[config.mk]
export PLATFORM = sky130hd
export DESIGN_NAME = tss_sequencer
export DESIGN_NICKNAME = d
export VERILOG_FILES = /design/src/hw/tss_pkg.sv /design/src/hw/tss_sequencer.sv
export SDC_FILE = /design/constraint.sdc
export NUM_CORES = 1
export LEC_CHECK = 0
export BUFFER_PORTS_ARGS = -buffer_cell sky130_fd_sc_hd__buf_2
export CORE_ASPECT_RATIO = 0.9
export CORE_UTILIZATION = 54
export DETAILED_ROUTE_END_ITERATION = 10
export PLACE_DENSITY = 0.75
export SKIP_LAST_GASP = 1
export SYNTH_ARGS = -nofsm -noshare
export SYNTH_HDL_FRONTEND = slang
export SYNTH_SLANG_ARGS = --single-unit
export TNS_END_PERCENT = 50
[constraint.sdc]
create_clock -name mclk -period 3.7 [get_ports mclk]
set_clock_uncertainty 0.2 [all_clocks]
set_input_delay 0.185 -clock mclk [delete_from_list [all_inputs] [get_ports mclk]]
set_output_delay 0.185 -clock mclk [all_outputs]
set_load 0.03 [all_outputs]
[src/hw/tss_pkg.sv]
// constants, types and register map of the touch scan timing sequencer
package tss_pkg;

  localparam int CLK_MHZ = 10;
  localparam int ADDR_W  = 4;
  localparam int DATA_W  = 32;
  localparam int DLY_W   = 24;
  localparam int RES_W   = 12;

  localparam logic [ADDR_W-1:0] ADDR_CFG0 = 4'h0;
  localparam logic [ADDR_W-1:0] ADDR_CFG1 = 4'h4;
  localparam logic [ADDR_W-1:0] ADDR_STAT = 4'h8;
  localparam logic [ADDR_W-1:0] ADDR_DATA = 4'hc;

  // config register zero fields
  localparam int CFG0_DIV_LSB = 0;
  localparam int CFG0_PVS_LSB = 2;
  localparam int CFG0_PR_LSB  = 5;
  localparam int CFG0_SN_LSB  = 8;
  localparam int CFG0_W       = 11;
  // config register one fields
  localparam int CFG1_MODE_BIT  = 0;
  localparam int CFG1_SAMP_LSB  = 1;
  localparam int CFG1_BATCH_LSB = 4;
  localparam int CFG1_RES12_BIT = 7;
  localparam int CFG1_EN_BIT    = 8;
  localparam int CFG1_W         = 9;
  // status fields
  localparam int STAT_BUSY_BIT  = 0;
  localparam int STAT_COORD_LSB = 1;
  localparam int STAT_PEN_BIT   = 3;
  localparam int STAT_WARN_BIT  = 4;
  localparam int STAT_SETS_LSB  = 8;
  localparam int SETS_W         = 8;

  localparam logic [CFG0_W-1:0] CFG0_RST = 11'h001;
  localparam logic [CFG1_W-1:0] CFG1_RST = 9'h084;

  localparam logic [1:0] DIV_BY1 = 2'h0;
  localparam logic [1:0] DIV_BY2 = 2'h1;
  localparam logic [1:0] MAX_BY1 = 2'h0;
  localparam logic [1:0] MAX_BY2 = 2'h1;
  localparam logic [1:0] MAX_BY4 = 2'h3;

  // delay codes in microseconds
  localparam int PVS_US [8] = '{0, 1, 2, 5, 10, 50, 100, 500};
  localparam int PR_US  [8] = '{0, 1, 2, 4, 8, 16, 20, 32};
  localparam int SN_US  [8] = '{0, 2, 4, 8, 16, 32, 64, 128};
  localparam int BATCH_STEP_US = 1000;

  localparam int ACQ_TICKS = 1;
  localparam int BITS_LO   = 10;
  localparam int BITS_HI   = 12;

  localparam logic [1:0] TAG_Y  = 2'h0;
  localparam logic [1:0] TAG_X  = 2'h1;
  localparam logic [1:0] TAG_Z1 = 2'h2;
  localparam logic [1:0] TAG_Z2 = 2'h3;

  typedef enum {ST_IDLE, ST_DRIVE, ST_SAMPLE, ST_PRECHG, ST_SENSE, ST_BATCH} tss_state_e;
  typedef enum logic [1:0] {CO_Y, CO_X, CO_Z} tss_coord_e;

  typedef struct packed {
    logic yPlus;
    logic yMinus;
    logic xPlus;
    logic xMinus;
  } tss_drive_s;

  typedef struct packed {
    logic             valid;
    logic [1:0]       tag;
    logic [RES_W-1:0] value;
  } tss_sample_s;

endpackage

[src/hw/tss_sequencer.sv]
// touch scan timing sequencer: panel drive, delays and converter pacing
`timescale 1ns/100ps
`default_nettype none

// Behaviour
// - state machines on oscillator, converter clock divided
// - twelve-bit needs divide by two or four
// - two-bit divide field picks 1, 2, 4
// - wait stabilisation delay after drivers on
// - stabilisation field lives in config register zero
// - Y converted first in every set
// - Y: Y-plus supply, Y-minus ground, samples
// - X: X-plus supply, X-minus ground, samples
// - pressure: Y-plus, X-minus, two sample groups
// - precharge then sense between coordinates
// - precharge interval length from its field
// - sense interval length from its field
// - drivers on in stabilisation and sampling, off otherwise
// - keep scanning sets while pen stays down
// - batch delay idles between sets
// - faster converter clock shortens acquisition
module tss_sequencer #(
  parameter int BATCH_STEP_CYC = tss_pkg::BATCH_STEP_US * tss_pkg::CLK_MHZ
) (
  input  wire logic                        mclk,
  input  wire logic                        rst,
  input  wire logic [tss_pkg::ADDR_W-1:0]  regAddr,
  input  wire logic [tss_pkg::DATA_W-1:0]  regWdata,
  input  wire logic                        regWr,
  input  wire logic                        regRd,
  output logic      [tss_pkg::DATA_W-1:0]  regRdata,
  input  wire logic                        penDownPin,
  input  wire logic [tss_pkg::RES_W-1:0]   adcResult,
  output logic                             adcClkEn,
  output logic                             adcStart,
  output tss_pkg::tss_drive_s              drive,
  output tss_pkg::tss_sample_s             sample
);
  import tss_pkg::*;

  if (BATCH_STEP_CYC < 1 || BATCH_STEP_CYC * 7 >= 2 ** DLY_W) begin : gChk
    $error("BATCH_STEP_CYC out of range");
  end

  if (CFG0_SN_LSB + 3 > CFG0_W || CFG1_EN_BIT >= CFG1_W) begin : gFieldChk
    $error("configuration fields overrun their registers");
  end

  if (STAT_SETS_LSB + SETS_W > DATA_W) begin : gStatChk
    $error("status word too narrow for the set counter");
  end

  if (RES_W > DATA_W) begin : gResChk
    $error("converter result wider than the read word");
  end

  if (BITS_HI + ACQ_TICKS > 15) begin : gTickChk
    $error("conversion length overruns the tick counter");
  end

  logic [CFG0_W-1:0] cfg0_r;
  logic [CFG1_W-1:0] cfg1_r;
  logic [DATA_W-1:0] rdata_r;
  logic              penMeta_r;
  logic              pen_r;
  logic [1:0]        divCnt_r;
  tss_state_e        state_r;
  tss_state_e        state_nxt;
  tss_coord_e        coord_r;
  tss_coord_e        coord_nxt;
  logic [DLY_W-1:0]  dly_r;
  logic [DLY_W-1:0]  dly_nxt;
  logic [3:0]        tick_r;
  logic [3:0]        tick_nxt;
  logic [4:0]        samp_r;
  logic [4:0]        samp_nxt;
  logic [SETS_W-1:0] sets_r;
  logic [RES_W-1:0]  last_r;
  tss_drive_s        drive_r;
  tss_drive_s        drive_nxt;
  tss_sample_s       sample_r;

  // configuration decode
  wire logic [1:0] divCode = cfg0_r[CFG0_DIV_LSB +: 2];
  wire logic [2:0] pvsCode = cfg0_r[CFG0_PVS_LSB +: 3];
  wire logic [2:0] prCode  = cfg0_r[CFG0_PR_LSB +: 3];
  wire logic [2:0] snCode  = cfg0_r[CFG0_SN_LSB +: 3];
  wire logic       modeZ   = cfg1_r[CFG1_MODE_BIT];
  wire logic [2:0] sampCode = cfg1_r[CFG1_SAMP_LSB +: 3];
  wire logic [2:0] batchCode = cfg1_r[CFG1_BATCH_LSB +: 3];
  wire logic       res12   = cfg1_r[CFG1_RES12_BIT];
  wire logic       enable  = cfg1_r[CFG1_EN_BIT];

  // twelve bits at the undivided clock is not accurate: run at half rate instead
  wire logic       resWarn = res12 && (divCode == DIV_BY1);
  wire logic [1:0] divEff  = resWarn ? DIV_BY2 : divCode;
  wire logic [1:0] divMax  = (divEff == DIV_BY1) ? MAX_BY1 :
                             (divEff == DIV_BY2) ? MAX_BY2 : MAX_BY4;
  wire logic       tick    = (divCnt_r == divMax);

  // conversion length counted in converter ticks, so it scales with the divider
  wire logic [3:0] convTicks = res12 ?
                               4'(BITS_HI + ACQ_TICKS) :
                               4'(BITS_LO + ACQ_TICKS);

  // code to cycle lookups
  wire logic [DLY_W-1:0] pvsCyc   = DLY_W'(PVS_US[pvsCode] * CLK_MHZ);
  wire logic [DLY_W-1:0] prCyc    = DLY_W'(PR_US[prCode] * CLK_MHZ);
  wire logic [DLY_W-1:0] snCyc    = DLY_W'(SN_US[snCode] * CLK_MHZ);
  wire logic [DLY_W-1:0] batchCyc = DLY_W'(int'(batchCode) * BATCH_STEP_CYC);

  // samples per coordinate; pressure takes both groups back to back
  wire logic [4:0] nSamp     = 5'(sampCode) + 5'h01;
  wire logic [4:0] totalSamp = (coord_r == CO_Z) ? 5'(nSamp << 1) : nSamp;
  wire logic       dlyDone   = (dly_r == '0);
  wire logic       convDone  = tick && (tick_r == convTicks - 4'h1);
  wire logic       lastSamp  = (samp_r == totalSamp - 5'h01);
  wire logic       lastCoord = modeZ ? (coord_r == CO_Z) : (coord_r == CO_X);
  // first group of the pressure coordinate is tagged Z1, the second Z2
  wire logic [1:0] curTag    = (coord_r == CO_Y) ? TAG_Y :
                               (coord_r == CO_X) ? TAG_X :
                               (samp_r < nSamp)  ? TAG_Z1 : TAG_Z2;
  wire logic       capture   = (state_r == ST_SAMPLE) && convDone;

  // register bus decode
  wire logic wrCfg0 = regWr && (regAddr == ADDR_CFG0);
  wire logic wrCfg1 = regWr && (regAddr == ADDR_CFG1);
  wire logic busy   = (state_r != ST_IDLE);
  wire logic [DATA_W-1:0] statWord = {
    16'h0000,
    sets_r,
    3'h0,
    resWarn,
    pen_r,
    2'(coord_r),
    busy
  };
  // read data stands one cycle after the strobe, zero otherwise
  wire logic [DATA_W-1:0] rdSel =
    (regAddr == ADDR_CFG0) ? DATA_W'(cfg0_r) :
    (regAddr == ADDR_CFG1) ? DATA_W'(cfg1_r) :
    (regAddr == ADDR_STAT) ? statWord :
    (regAddr == ADDR_DATA) ? DATA_W'(last_r) : '0;

  // sequencing
  always_comb begin
    state_nxt = state_r;
    coord_nxt = coord_r;
    dly_nxt   = dly_r;
    tick_nxt  = tick_r;
    samp_nxt  = samp_r;
    unique case (state_r)
      ST_IDLE: begin
        if (enable && pen_r) begin
          state_nxt = ST_DRIVE;
          coord_nxt = CO_Y;
          dly_nxt   = pvsCyc;
        end
      end
      ST_DRIVE: begin
        if (dlyDone) begin
          state_nxt = ST_SAMPLE;
          tick_nxt  = '0;
          samp_nxt  = '0;
        end else begin
          dly_nxt = dly_r - DLY_W'(1);
        end
      end
      ST_SAMPLE: begin
        if (tick) begin
          tick_nxt = convDone ? 4'h0 : tick_r + 4'h1;
        end
        if (convDone) begin
          samp_nxt = samp_r + 5'h01;
          if (lastSamp) begin
            state_nxt = ST_PRECHG;
            dly_nxt   = prCyc;
          end
        end
      end
      ST_PRECHG: begin
        if (dlyDone) begin
          state_nxt = ST_SENSE;
          dly_nxt   = snCyc;
        end else begin
          dly_nxt = dly_r - DLY_W'(1);
        end
      end
      ST_SENSE: begin
        if (!dlyDone) begin
          dly_nxt = dly_r - DLY_W'(1);
        end else if (lastCoord) begin
          state_nxt = ST_BATCH;
          dly_nxt   = batchCyc;
        end else begin
          state_nxt = ST_DRIVE;
          coord_nxt = (coord_r == CO_Y) ? CO_X : CO_Z;
          dly_nxt   = pvsCyc;
        end
      end
      ST_BATCH: begin
        if (dlyDone) begin
          state_nxt = ST_IDLE;
        end else begin
          dly_nxt = dly_r - DLY_W'(1);
        end
      end
    endcase
  end

  // panel drive follows the next state; off in precharge, sense and idle phases
  always_comb begin
    drive_nxt = '0;
    if (state_nxt == ST_DRIVE || state_nxt == ST_SAMPLE) begin
      unique case (coord_nxt)
        CO_Y: begin
          drive_nxt.yPlus  = 1'b1;
          drive_nxt.yMinus = 1'b1;
        end
        CO_X: begin
          drive_nxt.xPlus  = 1'b1;
          drive_nxt.xMinus = 1'b1;
        end
        CO_Z: begin
          drive_nxt.yPlus  = 1'b1;
          drive_nxt.xMinus = 1'b1;
        end
        default: begin
          drive_nxt = '0;
        end
      endcase
    end
  end

  // configuration registers
  always_ff @(posedge mclk or posedge rst) begin
    if (rst) begin
      cfg0_r <= CFG0_RST;
      cfg1_r <= CFG1_RST;
    end else begin
      if (wrCfg0) begin
        cfg0_r <= regWdata[CFG0_W-1:0];
      end
      if (wrCfg1) begin
        cfg1_r <= regWdata[CFG1_W-1:0];
      end
    end
  end

  // read data, pen synchroniser and converter clock divider
  always_ff @(posedge mclk or posedge rst) begin
    if (rst) begin
      rdata_r   <= '0;
      penMeta_r <= 1'b0;
      pen_r     <= 1'b0;
      divCnt_r  <= '0;
    end else begin
      rdata_r   <= regRd ? rdSel : '0;
      penMeta_r <= penDownPin;
      pen_r     <= penMeta_r;
      divCnt_r  <= tick ? 2'h0 : divCnt_r + 2'h1;
    end
  end

  // sequencer state and registered panel drive
  always_ff @(posedge mclk or posedge rst) begin
    if (rst) begin
      state_r <= ST_IDLE;
      coord_r <= CO_Y;
      dly_r   <= '0;
      tick_r  <= '0;
      samp_r  <= '0;
      drive_r <= '0;
    end else begin
      state_r <= state_nxt;
      coord_r <= coord_nxt;
      dly_r   <= dly_nxt;
      tick_r  <= tick_nxt;
      samp_r  <= samp_nxt;
      drive_r <= drive_nxt;
    end
  end

  // sample capture and completed-set counter
  always_ff @(posedge mclk or posedge rst) begin
    if (rst) begin
      sample_r <= '0;
      last_r   <= '0;
      sets_r   <= '0;
    end else begin
      sample_r.valid <= capture;
      if (capture) begin
        sample_r.tag   <= curTag;
        sample_r.value <= adcResult;
        last_r         <= adcResult;
      end
      if (state_r == ST_SENSE && dlyDone && lastCoord) begin
        sets_r <= sets_r + SETS_W'(1);
      end
    end
  end

  assign regRdata = rdata_r;
  assign adcClkEn = tick;
  assign adcStart = (state_r == ST_SAMPLE) && tick && (tick_r == 4'h0);
  assign drive    = drive_r;
  assign sample   = sample_r;

endmodule

`default_nettype wire

=== Word level (Yosys, flattened, before mapping) ===
Memories as Yosys holds them, arrays and structs flattened.
Cells that the tools add are included.
Widths: inputs -> output; s select.

* Add/subtract/negate cells: 8
* Multipliers: 4
* $lt $le $gt $ge: 4
* Equality and inequality tests: 26
* Mux-type cells: 55
* Bitwise gates (word level): 3
* Reductions and logical operators: 27

{| class="wikitable"
|+ Operators with widths
! kind !! number
|-
| $mux 32 || 13
|-
| $pmux 32 s6 || 1
|-
| $mux 24 || 7
|-
| $eq 32x3->1 const B || 4
|-
| $pmux 24 s5 || 1
|-
| $eq 32x2->1 const B || 3
|-
| $mul 32x4->23 const B || 3
|-
| $mux 16 || 4
|-
| $eq 32x1->1 const B || 1
|-
| $eq 32x4->1 const B || 1
|-
| $logic_not 32->1 || 1
|-
| $reduce_bool 32->1 || 1
|-
| $logic_not 24->1 || 1
|-
| $sub 24x1->24 const B || 1
|-
| $mux 2 || 10
|-
| $mux 4 || 4
|-
| $mux 5 || 3
|-
| $mul 3x10->13 const B || 1
|-
| $ge 4x4->1 const B || 3
|-
| $mux 12 || 1
|-
| $ne 2x2->1 const B || 6
|-
| $not 3->4 || 3
|-
| $logic_and 1x1->1 || 10
|-
| $pmux 5 s2 || 1
|-
| other kinds (26) || 43
|}

* Register bits after elaboration: 134
* Memory bits (read-only): 768
* Input port bits: 53
* Output and inout bits: 53
* Logic and storage cells: 149
* Memories kept: 3

{| class="wikitable"
|+ Memory list
! memory !! words !! bits a word !! rd ports !! clocked after memory_dff !! write ports !! line !! text
|-
| (no name shown) || 8 || 32 || 1 || 0 || 0 || tss_sequencer.sv:109 || <nowiki>wire logic [DLY_W-1:0] snCyc = DLY_W'(SN_US[snCode] * CLK_MHZ);</nowiki>
|-
| (no name shown) || 8 || 32 || 1 || 0 || 0 || tss_sequencer.sv:108 || <nowiki>wire logic [DLY_W-1:0] prCyc = DLY_W'(PR_US[prCode] * CLK_MHZ);</nowiki>
|-
| (no name shown) || 8 || 32 || 1 || 0 || 0 || tss_sequencer.sv:107 || <nowiki>wire logic [DLY_W-1:0] pvsCyc = DLY_W'(PVS_US[pvsCode] * CLK_MHZ);</nowiki>
|}

=== Longest topological paths before layout ===
Gate-level depths: netlist of the first run.

* Depth after elaboration: 13
* Gate-level depth with buffers: 14
* Mapped depth without buffers: 14

=== Worst setup path before layout of the first run ===
No wires, ideal clock.

* Path type: register to output
* Start: reg cfg0_r[0]
* End: out adcStart
* Data arrival time: 3005 ps
* Required time: 3315 ps
* Setup slack: 310 ps
* Stages on the path, launching flop included: 6
* Buffers on the path: 0
* Path through: dfstp_2 > or4_1 > o211ai_1 > a21boi_1 > nand2_1 > nor4b_1

* Word-level cells in the longest chain between the ends: 9
* Elaborated cells between the ends (all ways): 10
* Classes of those cells: eq/ne (2); mux (3); reduce/logical (5)

{| class="wikitable"
|+ RTL lines
! element !! line !! text
|-
| start, declared || tss_sequencer.sv:61 || <nowiki>logic [CFG0_W-1:0] cfg0_r;</nowiki>
|-
| start signal, assigned || tss_sequencer.sv:242 || <nowiki>cfg0_r <= regWdata[CFG0_W-1:0];</nowiki>
|-
| $logic_not 2->1 || tss_sequencer.sv:95 || <nowiki>wire logic resWarn = res12 && (divCode == DIV_BY1);</nowiki>
|-
| $logic_and 1x1->1 || tss_sequencer.sv:95 ||
|-
| $mux 2 (*) || tss_sequencer.sv:96 || <nowiki>wire logic [1:0] divEff = resWarn ? DIV_BY2 : divCode;</nowiki>
|-
| $eq 2x1->1 || tss_sequencer.sv:98 || <nowiki>(divEff == DIV_BY2) ? MAX_BY2 : MAX_BY4;</nowiki>
|-
| $mux 2 || tss_sequencer.sv:98 ||
|-
| $mux 2 (*) || tss_sequencer.sv:97 || <nowiki>wire logic [1:0] divMax = (divEff == DIV_BY1) ? MAX_BY1 :</nowiki>
|-
| $eq 2x2->1 (*) || tss_sequencer.sv:99 || <nowiki>wire logic tick = (divCnt_r == divMax);</nowiki>
|-
| named net adcClkEn || tss_sequencer.sv:34 || <nowiki>output logic adcClkEn,</nowiki>
|-
| $logic_and 1x1->1 (*) (2 in series) || tss_sequencer.sv:305 || <nowiki>assign adcStart = (state_r == ST_SAMPLE) && tick && (tick_r == 4'h0);</nowiki>
|-
| end, declared || tss_sequencer.sv:35 || <nowiki>output logic adcStart,</nowiki>
|}

The timed path passes the listed nets; every way through them passes the cells marked *.

=== Worst setup path after layout of the first run ===
* Start: reg cfg1_r[2]
* End: reg dly_r[1]

* Word-level cells in the longest chain between the ends: 6

{| class="wikitable"
|+ RTL lines
! element !! line !! text
|-
| start, declared || tss_sequencer.sv:62 || <nowiki>logic [CFG1_W-1:0] cfg1_r;</nowiki>
|-
| start signal, assigned || tss_sequencer.sv:245 || <nowiki>cfg1_r <= regWdata[CFG1_W-1:0];</nowiki>
|-
| $add 3x1->4 || tss_sequencer.sv:113 || <nowiki>wire logic [4:0] nSamp = 5'(sampCode) + 5'h01;</nowiki>
|-
| $mux 5 || tss_sequencer.sv:114 || <nowiki>wire logic [4:0] totalSamp = (coord_r == CO_Z) ? 5'(nSamp << 1) : nSamp;</nowiki>
|-
| $sub 5x1->5 || tss_sequencer.sv:117 || <nowiki>wire logic lastSamp = (samp_r == totalSamp - 5'h01);</nowiki>
|-
| $eq 5x5->1 || tss_sequencer.sv:117 ||
|-
| $ne 2x2->1 (no line) || - ||
|-
| $reduce_and 4->1 (no line) || - ||
|-
| end signal, assigned || tss_sequencer.sv:277 || <nowiki>dly_r <= dly_nxt;</nowiki>
|-
| end, declared || tss_sequencer.sv:71 || <nowiki>logic [DLY_W-1:0] dly_r;</nowiki>
|}

No other way between the ends.
A chain may end at the register's enable or synchronous reset.

==> metrics.md, run 1 <==
| Metric | Value |
|---|---|
| Status | completed |
| Routed vias/inst | 5.998 |
| Slew headroom | 28.52% |
| Largest net degree at the start of global routing | 69 |
| Finish-stage setup viols | 0 |
| Critical path type | flop to flop |
| Share of layout cells above drive strength 1 | between 10% and 20% |
| # nets final | 1137 |
| Setup Buffers After CTS | 0 |
| First-pass GRT wire length | 35.31 mm |
| Reg2reg end | dly_r[1] |
| Crit path cell chain | ha_1, xnor2_1, nor3_1, or3_1, a211oi_1, a31oi_2, or2_1, o31a_1 |
| Mapped Avg Cell Area | 9.259 um2 |
| Num rows | 43 |
| GRT overflow | 0 |
| Power per cell area | roughly 660 mW/mm2 |
| Iter 0 DRT Violations | 774 |
| H-tree levels | 4 |
| Via count | 7449 |
| Number of max-cap violations | 0 |
| Die Y | 121.7 um |
| Power, Total | 0.006630 W |
| CP startpoint | cfg1_r[2] |
| Worst path depth | 8 |
| Post-Syn Area | 0.008602 mm2 |
| Vias in the first global route | 6954 |
| Port buffer count | 68 |
| Register area share after synthesis | between 30% and 40% |
| Setup slack at placement | 0.2483 ns |
| DP Wirelength | approximately 16 mm |
| Largest area contributor in the netlist | dfrtp_1 |
| Final setup TNS | 0 ns |
| Final worst path period need | 3.533 ns |
| Hold/Removal Path Class | input pin to flop |
| Routability cong. | 0.9661 |
| Clk Latency, worst-skew pair | 0.42 ns |
| Worst hold slack | 0.1269 ns |
| Crit-path max FO | 10 |
| Buf+Inv Stages, Crit Path | 0 |
| Fillers | 1245 |
| Critical path capture point type | flop |
| Slew Viols, Final | 0 |
| # IOs | 106 |
| Reg2reg setup slack | 0.17 ns |
| Placeable core region | about 0.015 mm2 |
| Top FF cell, synth | dfrtp_1 |
| First drt pass iteration count | 5 |
| Number of synthesized register bits | 134 |
| CP required | about 3.8 ns |
| Diode count | 0 |
| P_leak | around 4.7 nW |
| Slowest-stage cell, CP | dfstp_2 |
| Worst-Margin Slew | 1.068 ns |
| Synthesized instance count | 929 |
| VDD IR max | ~0.00046 V |
| Clock tree buffer depth | 2 |
| Number of remaining DRC errors | 0 |
| Asr flop ratio synth | 100.0% |
| P&R area growth vs syn | 16.67% |
| Number of antenna violations at the first check in global routing | 0 |
| Fin crit share | 95.48% |
| CP arrival | about 3.6 ns |
| Die W | roughly 140 um |
| Root Driver | clkbuf_16 |
| Reg2reg start | cfg1_r[2] |
| Distinct cell type count of the synthesized netlist | 85 |
| GRT Overall Usage | between 20% and 30% |
| Sink Count | 134 |
| Top cells by area, synth | dfrtp_1 (38%), ha_1 (7.4%), nand2_1 (4.2%) |
| Die area | 0.01644 mm2 |
| R2r worst-path depth | 8 |
| Worst setup margin | 0.1673 ns |
| CP Launch Type | flop |
| TritonCTS Buffers | 17 |
| DR WL/cell | 17.71 um |
| Clk slew on worst S/H paths | 0.06 ns |
| CP delay by family, top | compound AO/OA/AOI/OAI gates |
| CTS tree | yes |
| Post-synth top area share | 38.11% |
| Starting Density | 55.52% |
| Post-DRT Antenna Nets | 0 |
| Post-synth EDFFs | 0 |
| RSZ-0062 raised after global routing | false |
| CP endpoint | dly_r[1] |
| FMAX | 283.1 MHz |
| Final wirelength | 21.99 mm |
| Final hold vios | 0 |
| YS warnings | 0 |
| Crit-path max cell delay | roughly 0.64 ns |
==> per-stage QoR <==
step           std cells  instance area [um2]  util, %
2_1_floorplan        946                 8670        -
3_3_place_gp        1182                 9166    59.16
3_5_place_dp        1182                 9166    59.16
4_1_cts             1242                10040    64.77
5_1_grt             1242                10040    64.77
6_report            1242                10040    64.77
==> kinds of logic after synthesis <==
family          Yosys count  synth area share (%)
flops                   134                 39.03
simple gates            367                 22.46
xor+xnor                 33                 3.360
other cells               2               0.08731
mux                      34                 4.669
compound gates          201                 16.25
buf+inv                 100                 5.222
fa+ha+maj                58                 8.931
==> repair_timing <==
action | CTS | global route
endpoints found under the hold margin | 72 | 0
endpoints found under the setup margin | 0 | 0
hold buffers | 28 | 0
gates resized for setup | 0 | 0
==> Yosys cell counts (18+ instances only) <==
cell and instances:
nor2b_1 45, nand3_1 22, mux2_2 19, a21oi_1 33, dfrtp_1 131, nor2_1 72, o21ai_0 29, o31ai_1 23
nand2_1 96, ha_1 51, buf_4 18, clkbuf_1 31, nor3_1 23, inv_1 42, xnor2_1 19
==> worst register-to-register path: cells and delay by family, from the launching register on <==
kind | cells | cell delay (ns)
xor gates and xnor gates | 1 | 0.24
and+or+nand+nor | 3 | 0.99
AOI/OAI and AO/OA | 3 | 1.05
DFF | 1 | 0.64
adders and majority gates | 1 | 0.30
==> cell type report <==
cell class | instances | area [um2] | share of cell area [%]
multi-input cells | 712 | 4866 | 48.49
clock buffers | 19 | 442.9 | 4.413
clock inverters | 13 | 146.4 | 1.459
well taps | 202 | 252.7 | 2.518
inverters | 43 | 165.2 | 1.646
flip-flops and latches | 134 | 3357 | 33.45
repair buffers | 119 | 805.8 | 8.029
==> power by group <==
group	internal, W	switching [W]	total [W]
Sequential	0.00170	0.000335	0.00204
Combinational	0.00115	0.00174	0.00289
Clock	0.00102	0.000685	0.00170
==> worst min-delay path by stage <==
stage / start / endpoint / cells past startpoint / slack, ns
6_report: regAddr[1] / regRdata[6] / 4 / 0.13
5_1_grt: regAddr[1] / regRdata[6] / 4 / 0.15
4_1_cts: regAddr[0] / regRdata[6] / 4 / 0.1
3_5_place_dp: penDownPin / penMeta_r / 1 / 0.1
3_3_place_gp: penDownPin / penMeta_r / 1 / 0.1
2_1_floorplan: penDownPin / penMeta_r / 0 / 0.02
==> metal layers <==
metal / vias up / GRT usage, % / wire [um]
met5: - / 0 / 0
met4: 0 / 8.989 / 561
met3: 56 / 6.658 / 1746
met2: 316 / 41.75 / 9876
met1: 3570 / 39.25 / 9807
li1: 3507 / - / -
==> sequential cells by signal, summed over array words and instances (netlist names), 2 cells and up <==
name / cells
dly_r: 24
tick_r: 4
samp_r: 5
sample: 15
state_r: 32
regRdata: 16
divCnt_r: 2
cfg1_r: 9
drive: 4
coord_r: 2
cfg0_r: 11
sets_r: 8
==> layout by cell type (no fill, tap or decap), types with 8 or more instances in the layout <==
master	netlist	final
nand4_1	10	10
dfrtp_1	131	131
o21ai_1	14	14
conb_1	2	19
and2_1	14	14
nor2_1	72	72
nand2b_1	10	10
dlygate4sd3_1	0	28
a21oi_1	33	33
o211ai_1	10	10
nor2b_1	45	45
nand2_1	96	96
ha_1	51	51
nor4_1	12	12
o31ai_1	23	23
nand3_1	22	22
mux2_2	19	19
clkbuf_16	0	17
o21ai_0	29	29
nor3_1	23	23
inv_1	42	41
xor2_1	14	14
xnor2_1	19	19
a31oi_1	11	10
mux2i_1	12	12
or3_1	8	8
buf_2	5	68
buf_4	18	22
a211oi_1	14	14
No activity file was read; power rests on OpenSTA's default activity.
==> inputs of run 2 (changes only) <==
Settings changed: CTS_BUF_LIST from default to sky130_fd_sc_hd__clkbuf_16.
==> metrics.md, run 2 (same netlist as run 1, synthesis figures left out) <==
| Metric | Value |
|---|---|
| Placeable core region | 0.01549 mm2 |
| GR Layer Usage met1 | slightly below 40% |
| Max FFs per register | 32 |
| Clk Latency, worst-skew pair | 0.43 ns |
| Worst setup margin | 0.1877 ns |
| GRT Overall Usage | 27.71% |
| Final setup TNS | 0 ns |
| GRT overflow | 0 |
| First drt pass iteration count | 6 |
| Reg2reg end | dly_r[1] |
| Number of max-cap violations | 0 |
| Clk slew on worst S/H paths | 0.06 ns |
| Via count | 7412 |
| CP required | 3.82 ns |
| Final hold vios | 0 |
| Status | completed |
| CTS tree | yes |
| DP Wirelength | between 15 and 20 mm |
| Post-DRT Antenna Nets | 0 |
| Min-Delay Path Depth | 4 |
| Largest net degree at the start of global routing | 69 |
| R2r worst-path depth | 8 |
| Number of remaining DRC errors | 0 |
| Critical path capture point type | flop |
| Setup Buffers After CTS | 0 |
| Final worst path period need | 3.512 ns |
| Power per cell area | 659.9 mW/mm2 |
| Power, Total | 0.006616 W |
| GR Util met2 | a little over two fifths |
| H-tree levels | 4 |
| Num rows | 43 |
| Slew headroom | between 20 and 30% |
| GR peak layer | met2 |
| # nets final | between 1k and 1.5k |
| Diode count | 0 |
| Number of antenna violations at the first check in global routing | 0 |
| CP arrival | roughly 3.6 ns |
| P_leak | between 4 and 5 nW |
| Starting Density | between 50% and 60% |
| DR WL/cell | 17.74 um |
| Die area | ~0.016 mm2 |
| Routed vias/inst | 5.968 |
| Worst-Margin Slew | about 1.1 ns |
| TritonCTS Buffers | 17 |
| VDD IR max | about 0.00046 V |
| Fillers | 1246 |
| Vias in the first global route | slightly below 7k |
| Clock tree buffer depth | 2 |
| RSZ-0062 raised after global routing | false |
| Finish-stage setup viols | 0 |
| Hold path start | regAddr[1] |
| Worst hold slack | 0.1272 ns |
| Root Driver | clkbuf_16 |
| CP Launch Type | flop |
| Commonest non-fill, non-tap cell in the layout | dfrtp_1 |
| Setup slack at placement | 0.2483 ns |
| Routability cong. | 0.9661 |
| Share of layout cells above drive strength 1 | around 16% |
| FMAX | between 200 and 300 MHz |
| Iter 0 DRT Violations | 744 |
| Hold/Removal Path Class | input pin to flop |
| Endpoint, Worst Hold | regRdata[6] |
| Port buffer count | 68 |
| Most flops, register | state_r |
| Slew Viols, Final | 0 |
| Reg2reg setup slack | 0.19 ns |
| Crit-path max FO | 10 |
| Most frequent cells in the layout | dfrtp_1 (131), nand2_1 (96), nor2_1 (72) |
| Final wirelength | 22.04 mm |
| P&R area growth vs syn | 16.55% |
| Die W | 135.0 um |
| Die Y | roughly 120 um |
| # IOs | 106 |
| Fin crit share | 94.93% |
| Met3 Resource Use GR | 6.159% |
| Critical path type | flop to flop |
| First-pass GRT wire length | 35.29 mm |
| Sink Count | 134 |
| Reg2reg start | cfg1_r[2] |
## run 2: cell types whose count changed in the layout (fill, tap and decap cells not counted)
cell,delta
clkbuf_1,-1
o311ai_1,+1
clkbuf_8,-1
o311ai_0,-1
clkinv_1,+1
inv_1,+1
## run 2: metrics by stage
stage,util [%],instance area [um2],std cells
floorplan,-,8670,946
global placement,59.16,9166,1182
detailed placement,59.16,9166,1182
CTS,64.70,10030,1242
global route,64.70,10030,1242
finish,64.70,10030,1242
## run 2: cell type report
cell class | count | area (um2) | share of cell area (%)
flip-flops and latches | 134 | 3357 | 33.48
well taps | 202 | 252.7 | 2.521
clock inverters | 15 | 153.9 | 1.535
inverters | 43 | 165.2 | 1.647
repair buffers | 119 | 805.8 | 8.037
clock buffers | 17 | 425.4 | 4.243
multi-input cells | 712 | 4866 | 48.53
## run 2: worst max path at each step
| stage | startpoint | end |
|---|---|---|
| 6_report | cfg1_r[2] | dly_r[1] |
| 4_1_cts | cfg1_r[2] | dly_r[1] |
| 3_3_place_gp | cfg1_r[2] | dly_r[1] |
| 3_5_place_dp | cfg1_r[2] | dly_r[1] |
| 5_1_grt | cfg1_r[2] | dly_r[6] |
| 2_1_floorplan | cfg0_r[0] | adcStart |
## run 2: report_power, final
group	switching, W	total [W]	internal [W]
clock network	0.000686	0.00168	0.000995
logic	0.00175	0.00290	0.00115
registers	0.000334	0.00204	0.00170
total	0.00277	0.00662	0.00385
## run 2: worst max-delay path, cell delays in order, from the launching register on
cell	delay (ns)
dfstp_2	0.64
ha_1	0.30
xnor2_1	0.24
nor3_1	0.13
or3_1	0.37
a211oi_1	0.39
a31oi_2	0.29
or2_1	0.47
o31a_1	0.35
## run 2: what timing repair did
action                                  4_1_cts  5_1_grt
endpoints found under the setup margin        0        1
hold buffers                                 28        0
endpoints found under the hold margin        72        0
resized for setup                             0        1
## run 2: layer usage
layer	routed length, um	share of wire (%)
met3	1649	7.5
met1	9876	45
met4	525	2.4
met2	9984	45
met5	0	0
